## src/osd_params.svh

```systemverilog
// Register offsets, field positions, reset values and counts of the clock control block.
`ifndef OSD_PARAMS_SVH
`define OSD_PARAMS_SVH

// ************************************************************
// Bus geometry and register offsets.
// ************************************************************
`define OSD_ADDR_W 12
`define OSD_OFF_OSC 12'h000
`define OSD_OFF_DIV 12'h004
`define OSD_OFF_TRIM 12'h008

// ************************************************************
// Oscillator control register fields.
// ************************************************************
`define OSD_OSC_COSC_LSB 12
`define OSD_OSC_NOSC_LSB 8
`define OSD_OSC_FREEZE 7
`define OSD_OSC_LOCK 5
`define OSD_OSC_CF 3
`define OSD_OSC_SECONDARY_OSCILLATOR 1
`define OSD_OSC_REQ 0

// ************************************************************
// Clock divider register fields and reset values.
// ************************************************************
`define OSD_DIV_ROI 15
`define OSD_DIV_DOZE_LSB 12
`define OSD_DIV_SLOWDOWN_ENABLE 11
`define OSD_DIV_RCDIV_LSB 8
`define OSD_RCDIV_RESET 3'h3
`define OSD_DOZE_RESET 3'h0
`define OSD_TRIM_W 6
`define OSD_TRIM_RESET 6'h00

// ************************************************************
// Unlock keys for the two halves of the oscillator control register.
// ************************************************************
`define OSD_KEY_HI_1 8'h78
`define OSD_KEY_HI_2 8'h9a
`define OSD_KEY_LO_1 8'h46
`define OSD_KEY_LO_2 8'h57

// ************************************************************
// Switch timing, counted in rising edges of the new clock.
// ************************************************************
`define OSD_SETTLE_EDGES 4'ha

`endif

```

## src/osd_pkg.sv

```systemverilog
// Types shared by the clock control block and its users.
package osd_pkg;

   // Three-bit source code used by the next-source and current-source fields.
   typedef enum logic [2:0] {
      OSD_SRC_FAST_RC = 3'h0,
      OSD_SRC_FAST_RC_WITH_PLL = 3'h1,
      OSD_SRC_PRIMARY = 3'h2,
      OSD_SRC_PRIMARY_WITH_PLL = 3'h3,
      OSD_SRC_SECONDARY_OSC = 3'h4,
      OSD_SRC_LOW_POWER_RC = 3'h5,
      OSD_SRC_RESERVED = 3'h6,
      OSD_SRC_FAST_RC_DIVIDED = 3'h7
   } osd_src_t;

   // Control word handed to the oscillators, dividers and clock gating.
   typedef struct packed {
      osd_src_t active_source;   // Source now driving the system clock.
      osd_src_t target_source;   // Source being brought up during a switch.
      logic switch_busy;         // A switch is in progress.
      logic secondary_osc_enable; // Keep the secondary oscillator running.
      logic [2:0] slowdown_log2; // Effective CPU to peripheral ratio as a power of two.
      logic [2:0] postscaler_log2; // Fast RC divisor as a power of two.
      logic [5:0] trim;          // Fast RC trim value.
   } osd_ctrl_t;

   // One-hot states of the switch sequencer.
   typedef enum logic [2:0] {
      OSD_SW_IDLE = 3'b001,
      OSD_SW_WAIT_STABLE = 3'b010,
      OSD_SW_SETTLE = 3'b100
   } osd_sw_state_t;

endpackage : osd_pkg

```

## src/osd_clock_control.sv

```systemverilog
// Oscillator selection, slowdown and fast RC divide control registers on APB.
`include "osd_params.svh"

module osd_clock_control (
   input wire logic pclk,
   input wire logic presetn,
   input wire logic psel,
   input wire logic penable,
   input wire logic pwrite,
   input wire logic [`OSD_ADDR_W-1:0] paddr,
   input wire logic [31:0] pwdata,
   input wire logic [3:0] pstrb,
   output logic [31:0] prdata,
   output logic pready,
   output logic pslverr,
   input wire osd_pkg::osd_src_t initial_source_config,
   input wire logic switch_monitor_config,
   input wire logic failsafe_monitor_fail,
   input wire logic interrupt_event,
   input wire logic new_source_stable_pin,
   input wire logic new_clock_pin,
   input wire logic pll_lock_pin,
   output osd_pkg::osd_ctrl_t clock_ctrl
);
   import osd_pkg::*;

   // ************************************************************
   // Pin synchronisers.
   // ************************************************************
   localparam int SYNC_N = 3;
   logic [SYNC_N-1:0] pin_raw; // Pins from other clock domains.
   logic [SYNC_N-1:0] sync1_ff; // First stage, read only by the second.
   logic [SYNC_N-1:0] sync2_ff; // Second stage.
   logic [SYNC_N-1:0] sync3_ff; // Third stage.
   logic [SYNC_N-1:0] pin_flt_ff; // Accepted level once stages two and three agree.

   assign pin_raw = {pll_lock_pin, new_clock_pin, new_source_stable_pin};

   genvar gi;
   generate
      for (gi = 0; gi < SYNC_N; gi++) begin : g_sync
         // Three flops per pin and a filter that updates only on agreement.
         always_ff @(posedge pclk or negedge presetn) begin
            if (!presetn) begin
               sync1_ff[gi] <= 1'b0;
               sync2_ff[gi] <= 1'b0;
               sync3_ff[gi] <= 1'b0;
               pin_flt_ff[gi] <= 1'b0;
            end else begin
               sync1_ff[gi] <= pin_raw[gi];
               sync2_ff[gi] <= sync1_ff[gi];
               sync3_ff[gi] <= sync2_ff[gi];
               if (sync2_ff[gi] == sync3_ff[gi]) begin
                  pin_flt_ff[gi] <= sync2_ff[gi];
               end
            end
         end
      end
   endgenerate

   wire new_stable = pin_flt_ff[0]; // New source is running and stable.
   wire new_clk_lvl = pin_flt_ff[1]; // Filtered level of the new clock.
   wire pll_lvl = pin_flt_ff[2]; // Filtered PLL lock level.

   // ************************************************************
   // Register state.
   // ************************************************************
   osd_src_t cosc_ff; // Current source status.
   osd_src_t nosc_ff; // Next source selection.
   logic freeze_ff; // Selection freeze bit.
   logic lock_ff; // PLL-settled status.
   logic cf_ff; // Clock-failure flag.
   logic secondary_oscillator_ff; // Secondary oscillator enable.
   logic req_ff; // Switch request.
   logic roi_ff; // Recover on interrupt.
   logic [2:0] doze_ff; // Slowdown ratio code.
   logic slowdown_enable_ff; // Slowdown enable.
   logic [2:0] rcdiv_ff; // Fast RC postscaler code.
   logic [`OSD_TRIM_W-1:0] trim_ff; // Fast RC trim.
   logic strap_pending_ff; // Configuration still to be captured after reset.
   logic [1:0] hi_key_ff; // Upper byte unlock progress.
   logic [1:0] lo_key_ff; // Lower byte unlock progress.
   osd_sw_state_t sw_ff; // Switch sequencer state.
   logic [3:0] edge_cnt_ff; // New-clock edges seen while settling.
   logic new_clk_prev_ff; // Previous filtered new-clock level.
   logic [31:0] prdata_ff; // Read data latched in the setup phase.
   osd_ctrl_t ctrl_ff; // Registered control outputs.

   // ************************************************************
   // APB decode.
   // ************************************************************
   wire [`OSD_ADDR_W-1:0] word_addr = {paddr[`OSD_ADDR_W-1:2], 2'b00}; // Aligned address.
   wire hit_osc = (word_addr == `OSD_OFF_OSC); // Oscillator control selected.
   wire hit_div = (word_addr == `OSD_OFF_DIV); // Clock divider selected.
   wire hit_trim = (word_addr == `OSD_OFF_TRIM); // Trim register selected.
   wire hit_any = hit_osc | hit_div | hit_trim; // Any mapped register.
   wire setup_ph = psel & ~penable; // Setup cycle.
   wire access_ph = psel & penable; // Access cycle, always completed at once.
   wire wr_any = access_ph & pwrite; // Any write taking effect now.
   wire wr_osc = wr_any & hit_osc; // Write to oscillator control.
   wire wr_div = wr_any & hit_div; // Write to divider.
   wire wr_trim = wr_any & hit_trim; // Write to trim.
   wire [7:0] hi_byte = pwdata[15:8]; // Upper byte of written data.
   wire [7:0] lo_byte = pwdata[7:0]; // Lower byte of written data.
   wire wr_hi = wr_osc & pstrb[1]; // Upper byte lane written.
   wire wr_lo = wr_osc & pstrb[0]; // Lower byte lane written.

   assign pready = access_ph;
   assign pslverr = access_ph & ~hit_any;

   // ************************************************************
   // Unlock sequencing.
   // ************************************************************
   // Progress of a key pair: 0 idle, 1 first key seen, 2 armed for one write.
   function automatic logic [1:0] nxt_key(input logic [1:0] cur, input logic lane,
                                          input logic [7:0] data, input logic [7:0] k1,
                                          input logic [7:0] k2);
      logic [1:0] res;
      res = 2'h0;
      if (lane && cur == 2'h2) begin
         res = 2'h0;
      end else if (lane && data == k1) begin
         res = 2'h1;
      end else if (lane && cur == 2'h1 && data == k2) begin
         res = 2'h2;
      end
      return res;
   endfunction : nxt_key

   wire hi_open = wr_hi & (hi_key_ff == 2'h2); // Unlocked upper byte field write.
   wire lo_open = wr_lo & (lo_key_ff == 2'h2); // Unlocked lower byte field write.
   wire [1:0] nxt_hi_key = wr_any ? nxt_key(hi_key_ff, wr_hi, hi_byte, `OSD_KEY_HI_1,
                                            `OSD_KEY_HI_2) : hi_key_ff;
   wire [1:0] nxt_lo_key = wr_any ? nxt_key(lo_key_ff, wr_lo, lo_byte, `OSD_KEY_LO_1,
                                            `OSD_KEY_LO_2) : lo_key_ff;

   // ************************************************************
   // Selection control and switch sequencer.
   // ************************************************************
   wire switching_on = ~switch_monitor_config; // Switching and monitor enabled by strap.
   wire frozen = freeze_ff & switching_on;
   wire sw_idle = (sw_ff == OSD_SW_IDLE); // No switch in flight.
   wire same_src = (nosc_ff == cosc_ff); // Redundant switch.
   wire start_ok = sw_idle & req_ff & ~strap_pending_ff; // Request seen by sequencer.
   wire sw_abort = start_ok & same_src;
   wire sw_start = start_ok & ~same_src;
   wire needs_pll = (nosc_ff == OSD_SRC_PRIMARY_WITH_PLL) |
                    (nosc_ff == OSD_SRC_FAST_RC_WITH_PLL); // Target uses the PLL.
   wire new_edge = new_clk_lvl & ~new_clk_prev_ff; // Rising edge of the new clock.
   wire settle_done = (sw_ff == OSD_SW_SETTLE) & new_edge &
                      (edge_cnt_ff == `OSD_SETTLE_EDGES - 4'h1);
   wire req_set = lo_open & lo_byte[`OSD_OSC_REQ] & switching_on & ~frozen;
   wire req_clr = sw_abort | settle_done | ~switching_on;

   osd_sw_state_t nxt_sw; // Next sequencer state.
   // Sequencer: compare, wait for a stable source, count new-clock edges.
   always_comb begin
      nxt_sw = sw_ff;
      unique case (sw_ff)
         OSD_SW_IDLE: begin
            if (sw_start) begin
               nxt_sw = OSD_SW_WAIT_STABLE;
            end
         end
         OSD_SW_WAIT_STABLE: begin
            // A PLL target also waits for the lock to show.
            if (new_stable && (!needs_pll || pll_lvl)) begin
               nxt_sw = OSD_SW_SETTLE;
            end
         end
         OSD_SW_SETTLE: begin
            if (settle_done) begin
               nxt_sw = OSD_SW_IDLE;
            end
         end
      endcase
   end

   // Sequencer state, edge counter and new-clock edge detector.
   always_ff @(posedge pclk or negedge presetn) begin
      if (!presetn) begin
         sw_ff <= OSD_SW_IDLE;
         edge_cnt_ff <= 4'h0;
         new_clk_prev_ff <= 1'b0;
      end else begin
         sw_ff <= nxt_sw;
         new_clk_prev_ff <= new_clk_lvl;
         if (sw_ff != OSD_SW_SETTLE) begin
            edge_cnt_ff <= 4'h0;
         end else if (new_edge) begin
            edge_cnt_ff <= edge_cnt_ff + 4'h1;
         end
      end
   end

   // ************************************************************
   // Oscillator control register.
   // ************************************************************
   // Source fields load from the configuration strap once reset is released.
   always_ff @(posedge pclk or negedge presetn) begin
      if (!presetn) begin
         strap_pending_ff <= 1'b1;
         cosc_ff <= OSD_SRC_FAST_RC;
         nosc_ff <= OSD_SRC_FAST_RC;
      end else if (strap_pending_ff) begin
         strap_pending_ff <= 1'b0;
         cosc_ff <= initial_source_config;
         nosc_ff <= initial_source_config;
      end else begin
         if (settle_done) begin
            cosc_ff <= nosc_ff;
         end
         if (hi_open && !frozen && sw_idle) begin
            nosc_ff <= osd_src_t'(hi_byte[2:0]);
         end
      end
   end

   // Status and control bits of the lower byte.
   always_ff @(posedge pclk or negedge presetn) begin
      if (!presetn) begin
         freeze_ff <= 1'b0;
         lock_ff <= 1'b0;
         cf_ff <= 1'b0;
         secondary_oscillator_ff <= 1'b0;
         req_ff <= 1'b0;
         hi_key_ff <= 2'h0;
         lo_key_ff <= 2'h0;
      end else begin
         hi_key_ff <= nxt_hi_key;
         lo_key_ff <= nxt_lo_key;
         // While switching is enabled a set freeze bit cannot itself be cleared.
         if (lo_open && !frozen) begin
            freeze_ff <= lo_byte[`OSD_OSC_FREEZE];
         end
         if (lo_open) begin
            secondary_oscillator_ff <= lo_byte[`OSD_OSC_SECONDARY_OSCILLATOR];
         end
         // A valid switch start clears the settled flag; it then follows the PLL.
         lock_ff <= sw_start ? 1'b0 : pll_lvl;
         // A detected failure wins over any clear in the same cycle.
         if (failsafe_monitor_fail) begin
            cf_ff <= 1'b1;
         end else if (sw_start || (lo_open && !lo_byte[`OSD_OSC_CF])) begin
            cf_ff <= 1'b0;
         end
         // A software set in the same cycle as a hardware clear is kept.
         if (req_set) begin
            req_ff <= 1'b1;
         end else if (req_clr) begin
            req_ff <= 1'b0;
         end
      end
   end

   // ************************************************************
   // Clock divider and trim registers.
   // ************************************************************
   // Byte-lane writes, with an interrupt able to drop the slowdown enable.
   always_ff @(posedge pclk or negedge presetn) begin
      if (!presetn) begin
         roi_ff <= 1'b0;
         doze_ff <= `OSD_DOZE_RESET;
         slowdown_enable_ff <= 1'b0;
         rcdiv_ff <= `OSD_RCDIV_RESET;
         trim_ff <= `OSD_TRIM_RESET;
      end else begin
         if (wr_div && pstrb[1]) begin
            roi_ff <= pwdata[`OSD_DIV_ROI];
            doze_ff <= pwdata[`OSD_DIV_DOZE_LSB +: 3];
            rcdiv_ff <= pwdata[`OSD_DIV_RCDIV_LSB +: 3];
         end
         // The interrupt recovery clear wins over a simultaneous write.
         if (roi_ff && interrupt_event) begin
            slowdown_enable_ff <= 1'b0;
         end else if (wr_div && pstrb[1]) begin
            slowdown_enable_ff <= pwdata[`OSD_DIV_SLOWDOWN_ENABLE];
         end
         if (wr_trim && pstrb[0]) begin
            trim_ff <= pwdata[`OSD_TRIM_W-1:0];
         end
      end
   end

   // ************************************************************
   // Read data and control outputs.
   // ************************************************************
   wire [15:0] osc_word = {1'b0, cosc_ff, 1'b0, nosc_ff, freeze_ff, 1'b0, lock_ff, 1'b0,
                           cf_ff, 1'b0, secondary_oscillator_ff, req_ff};
   wire [15:0] div_word = {roi_ff, doze_ff, slowdown_enable_ff, rcdiv_ff, 8'h00};
   wire [15:0] trim_word = {10'h000, trim_ff};
   wire [15:0] rd_sel = hit_osc ? osc_word : hit_div ? div_word :
                        hit_trim ? trim_word : 16'h0000; // Selected read word.

   osd_ctrl_t nxt_ctrl; // Next value of the control outputs.
   assign nxt_ctrl.active_source = cosc_ff;
   assign nxt_ctrl.target_source = nosc_ff;
   assign nxt_ctrl.switch_busy = ~sw_idle;
   assign nxt_ctrl.secondary_osc_enable = secondary_oscillator_ff;
   assign nxt_ctrl.slowdown_log2 = slowdown_enable_ff ? doze_ff : 3'h0;
   assign nxt_ctrl.postscaler_log2 = rcdiv_ff;
   assign nxt_ctrl.trim = trim_ff;

   // Read data is latched in setup so it stands through the access cycle.
   always_ff @(posedge pclk or negedge presetn) begin
      if (!presetn) begin
         prdata_ff <= 32'h0000_0000;
         ctrl_ff <= '0;
      end else begin
         if (setup_ph && !pwrite) begin
            prdata_ff <= {16'h0000, rd_sel};
         end
         ctrl_ff <= nxt_ctrl;
      end
   end
   assign prdata = prdata_ff;
   assign clock_ctrl = ctrl_ff;
endmodule : osd_clock_control

```

## config.mk

```make
export PLATFORM = sky130hd
export DESIGN_NAME = osd_clock_control
export DESIGN_NICKNAME = d
export VERILOG_FILES = /design/src/osd_pkg.sv /design/src/osd_clock_control.sv
export VERILOG_INCLUDE_DIRS = /design/src
export SDC_FILE = /design/constraint.sdc
export NUM_CORES = 1
export LEC_CHECK = 0
export BUFFER_PORTS_ARGS = -buffer_cell sky130_fd_sc_hd__buf_4
export CORE_MARGIN = 10
export CORE_UTILIZATION = 40
export CTS_CLUSTER_SIZE = 40
export DETAILED_ROUTE_END_ITERATION = 10
export PLACE_DENSITY = 0.68
export RECOVER_POWER = 25
export SETUP_SLACK_MARGIN = 0.5
export SYNTH_ARGS = -nofsm -noshare
export SYNTH_HDL_FRONTEND = slang
export SYNTH_SLANG_ARGS = --single-unit
```

## constraint.sdc

```tcl
create_clock -name pclk -period 2.1 [get_ports pclk]
set_clock_uncertainty 0.2 [all_clocks]
set_input_delay 0 -clock pclk [delete_from_list [all_inputs] [get_ports pclk]]
set_output_delay 0 -clock pclk [all_outputs]
set_load 0.03 [all_outputs]
```

==> results.py <==
metrics = {
    "logic_synthesis": {
        "synth_cell_types": 51,
        "yosysWarningCount": 0,
        "synth_area_um2": 3550,
        "synth_flop_cell": "dfrtp_1",
        "yosysTopAreaCell": "dfrtp_1",
        "synth_seq_area_share_pct": 60.0,
        "synth_top_cell_area_share_pct": 57.1,
        "synth_edf_count": 0,
        "avgSynthCellArea_um2": 12.3,
        "async_flop_share_pct": 100,
        "synthCells": 289,
        "synth_top_cells_by_area": "dfrtp_1 57%, buf_4 3.6%, dfstp_2 3.0%",
        "yosys-top-cells-count": "81 x dfrtp_1, 28 x nand2_1, 17 x buf_4, 15 x nor2_1",
        "synth_most_common_cell": "dfrtp_1",
        "ys_ff_latch": 85,
    },
    "global_routing": {
        "antenna_found_initial": 0,
        "grt_max_degree": 50,
        "grt_pass1_vias": 2846,
        "overflow": 0,
        "grt_pass1_wl_mm": 14.5,
        "track_usage_pct": 13.8,
    },
    "clocking": {
        "cts_tree": "done",
        "clkLatencyLatePin_ns": 0.36,
        "htreeDepth": 3,
        "cts-root-buf": "clkbuf_8",
        "cts_sinks": 85,
        "numCtsBuffers": 9,
        "path_clk_slew_ns": 0.09,
        "clockBufferDepth": 2,
    },
    "finish": {
        "diodes": 0,
        "final_cells": 539,
        "drive_gt1_share_pct": 36.0,
        "final_area_um2": 4980,
        "nFillCells": 732,
        "area_delta_synth_final_pct": 40.3,
        "finalNetCount": 490,
        "seq_area_um2": 2130,
        "multi_input_area_um2": 1410,
    },
    "timing": {
        "finalHoldViolCount": 3,
        "slew_headroom_pct": 37.3,
        "finalCriticalPeriod_ns": 1.65,
        "min_period_over_period_pct": 78.6,
        "clock.fmax_ghz": 0.606,
        "setup_viol": 0,
        "whs_ns": -0.0213,
        "worst_pin_slew_ns": 0.940,
        "fin_tns_setup_ns": 0,
        "slew_viol_final": 0,
        "rsz0062_at_grt": "yes",
    },
    "power": {
        "pwr-share-seq_pct": 53.7,
        "total_power_mw": 3.30,
        "clkPwrFrac_pct": 33.1,
        "power_frac_comb_pct": 13.2,
        "power.switching_uw": 956,
        "p_per_area_nw_per_um2": 662,
        "vdd.ir_drop.worst_mv": 0.302,
        "netSwitchingFraction_pct": 28.9,
        "p_leak_nw": 2.44,
        "intPower_mw": 2.35,
    },
    "worst_setup_path": {
        "crit_chain": "buf_4, dlygate4sd3_1, or2_4, nor4_4, buf_4, a222oi_1, inv_1",
        "cp_max_fo": 6,
        "slowest_stage": "dlygate4sd3_1",
        "r2r_setup_slack_ns": 0.48,
        "max_stage_delay_ns": 0.60,
        "crit_path_start": "paddr[3]",
        "rr_endpoint": "nosc_ff[2]$_DFFE_PN0P_",
        "crit_required_ns": 2.20,
        "end_kind": "flop",
        "worstSetupPathType": "in2reg",
        "worst_path_most_repeated_cell": "buf_4",
        "reg2reg_from": "sw_ff[0]$_DFFE_PN1P_",
        "crit_arrival_ns": 1.75,
        "r2r_cells": 5,
        "critPathCapture": "prdata[3]$_DFFE_PN0P_",
        "cp-start-kind": "input pin",
    },
    "worst_hold_path": {
        "hold_path_class": "in2reg",
    },
    "routing": {
        "firstDrtPassIters": 4,
        "wl_per_cell_um": 17.4,
        "final_antenna_net_count": 0,
        "drt_iter0_markers": 196,
        "dr_total_vias": 2695,
        "viasPerCell": 5.00,
        "routed_wl_mm": 9.40,
        "drt_drc_violations_left": 0,
    },
    "run": {
        "drv_cap": 0,
    },
    "floorplan": {
        "start_util_pct": 40.9,
        "die_w_um": 114,
        "die_h_um": 114,
        "dieArea_um2": 13000,
        "row_count": 34,
        "coreArea_um2": 8680,
        "io_pins": 116,
    },
    "placement": {
        "portBuffers": 78,
        "dpl_cell_area_um2": 4290,
        "dp_cells": 479,
        "gp_congestion": 0.807,
        "dp_hpwl_mm": 6.49,
    },
    "run_status": {
        "failed_checks": "negative hold slack",
        "status": "complete, but fails checks",
    },
}
==> final cells by class <==
type / count / share of cell area, %
repair buffers: 131 / 21.7
flip-flops and latches: 85 / 42.8
clock buffers: 10 / 2.56
inverters: 11 / 0.828
multi-input cells: 188 / 28.3
well taps: 108 / 2.71
clock inverters: 6 / 1.08
==> worst max-delay path, delay by kind of cell <==
| family | cells | cell delay [ns] |
|---|---|---|
| buffers and inverters | 4 | 1.02 |
| and+or+nand+nor | 2 | 0.63 |
| AOI/OAI and AO/OA | 1 | 0.09 |
==> state kept, by name (all words and copies together) (netlist names), 2 cells and up <==
register,flops
clock_ctrl,20
cosc_ff,3
doze_ff,3
edge_cnt_ff,4
hi_key_ff,2
lo_key_ff,2
nosc_ff,3
prdata,15
rcdiv_ff,3
sw_ff,3
sync1_ff,3
sync2_ff,3
sync3_ff,3
trim_ff,6
==> worst min-delay path by stage <==
| stage | slack, ns | startpoint | endpoint | cells after the start |
|---|---|---|---|---|
| after CTS | -0.18 | paddr[3] | freeze_ff$_DFFE_PN0P_ | 4 |
| after floorplan | -0.50 | presetn | cf_ff$_DFFE_PN0P_ | 0 |
| after detailed placement | -0.20 | presetn | clock_ctrl[15]$_DFF_PN0_ | 1 |
| final | -0.02 | paddr[10] | prdata[15]$_DFFE_PN0P_ | 4 |
| after global routing | -0.01 | paddr[10] | prdata[15]$_DFFE_PN0P_ | 4 |
| after global placement | -0.20 | presetn | clock_ctrl[17]$_DFF_PN0_ | 1 |
==> cell usage in the layout (no fill, tap or decap), drive strengths merged, types with 6 or more instances in the layout <==
master,netlist,routed
a22oi,6,6
buf,19,94
clkbuf,3,15
conb,1,18
dfrtp,81,81
dlygate4sd3,0,32
inv,10,13
mux2,14,14
nand2,29,29
nand3,6,6
nand4,10,10
nor2,15,15
nor4,6,6
o21ai,7,7
==> power groups by stage <==
stage	Sequential (mW)	Clock (mW)	Combinational [mW]
final	1.77	1.09	0.436
after global routing	1.78	1.19	0.478
after CTS	1.76	1.10	0.411
after detailed placement	1.78	0	0.357
after global placement	1.78	0	0.346
after floorplan	1.80	0	0.184
==> metrics by stage <==
stage          worst slack (ns)  util, %
6_report                  0.448     57.4
5_1_grt                   0.400     57.4
4_1_cts                   0.469     55.9
3_5_place_dp              0.193     49.5
3_3_place_gp              0.229     49.5
2_1_floorplan             0.369        -
==> layer usage <==
layer	global-route usage [%]	vias up	part of all wire, %
met5	0	-	0
met2	22.9	78	50
met4	4.85	0	1.1
li1	-	1271	-
met1	17.0	1338	42
met3	3.72	8	6.9
==> kinds of logic after synthesis <==
group	synth area share [%]
mux	6.31
other cells	0.106
compound gates	8.07
simple gates	16.9
fa+ha+maj	1.55
buf+inv	5.53
flops	60.0
xor+xnor	1.48
==> repair_timing <==
action / CTS / global route
setup endpoints to repair: 11 / 25
gates cloned: 0 / 1
pin swaps: 3 / 9
buffers inserted: 7 / 4
resized for setup: 6 / 22
hold buffers: 30 / 2
hold endpoints to repair: 115 / 22
Note: power is estimated with default switching activity, not from simulation.
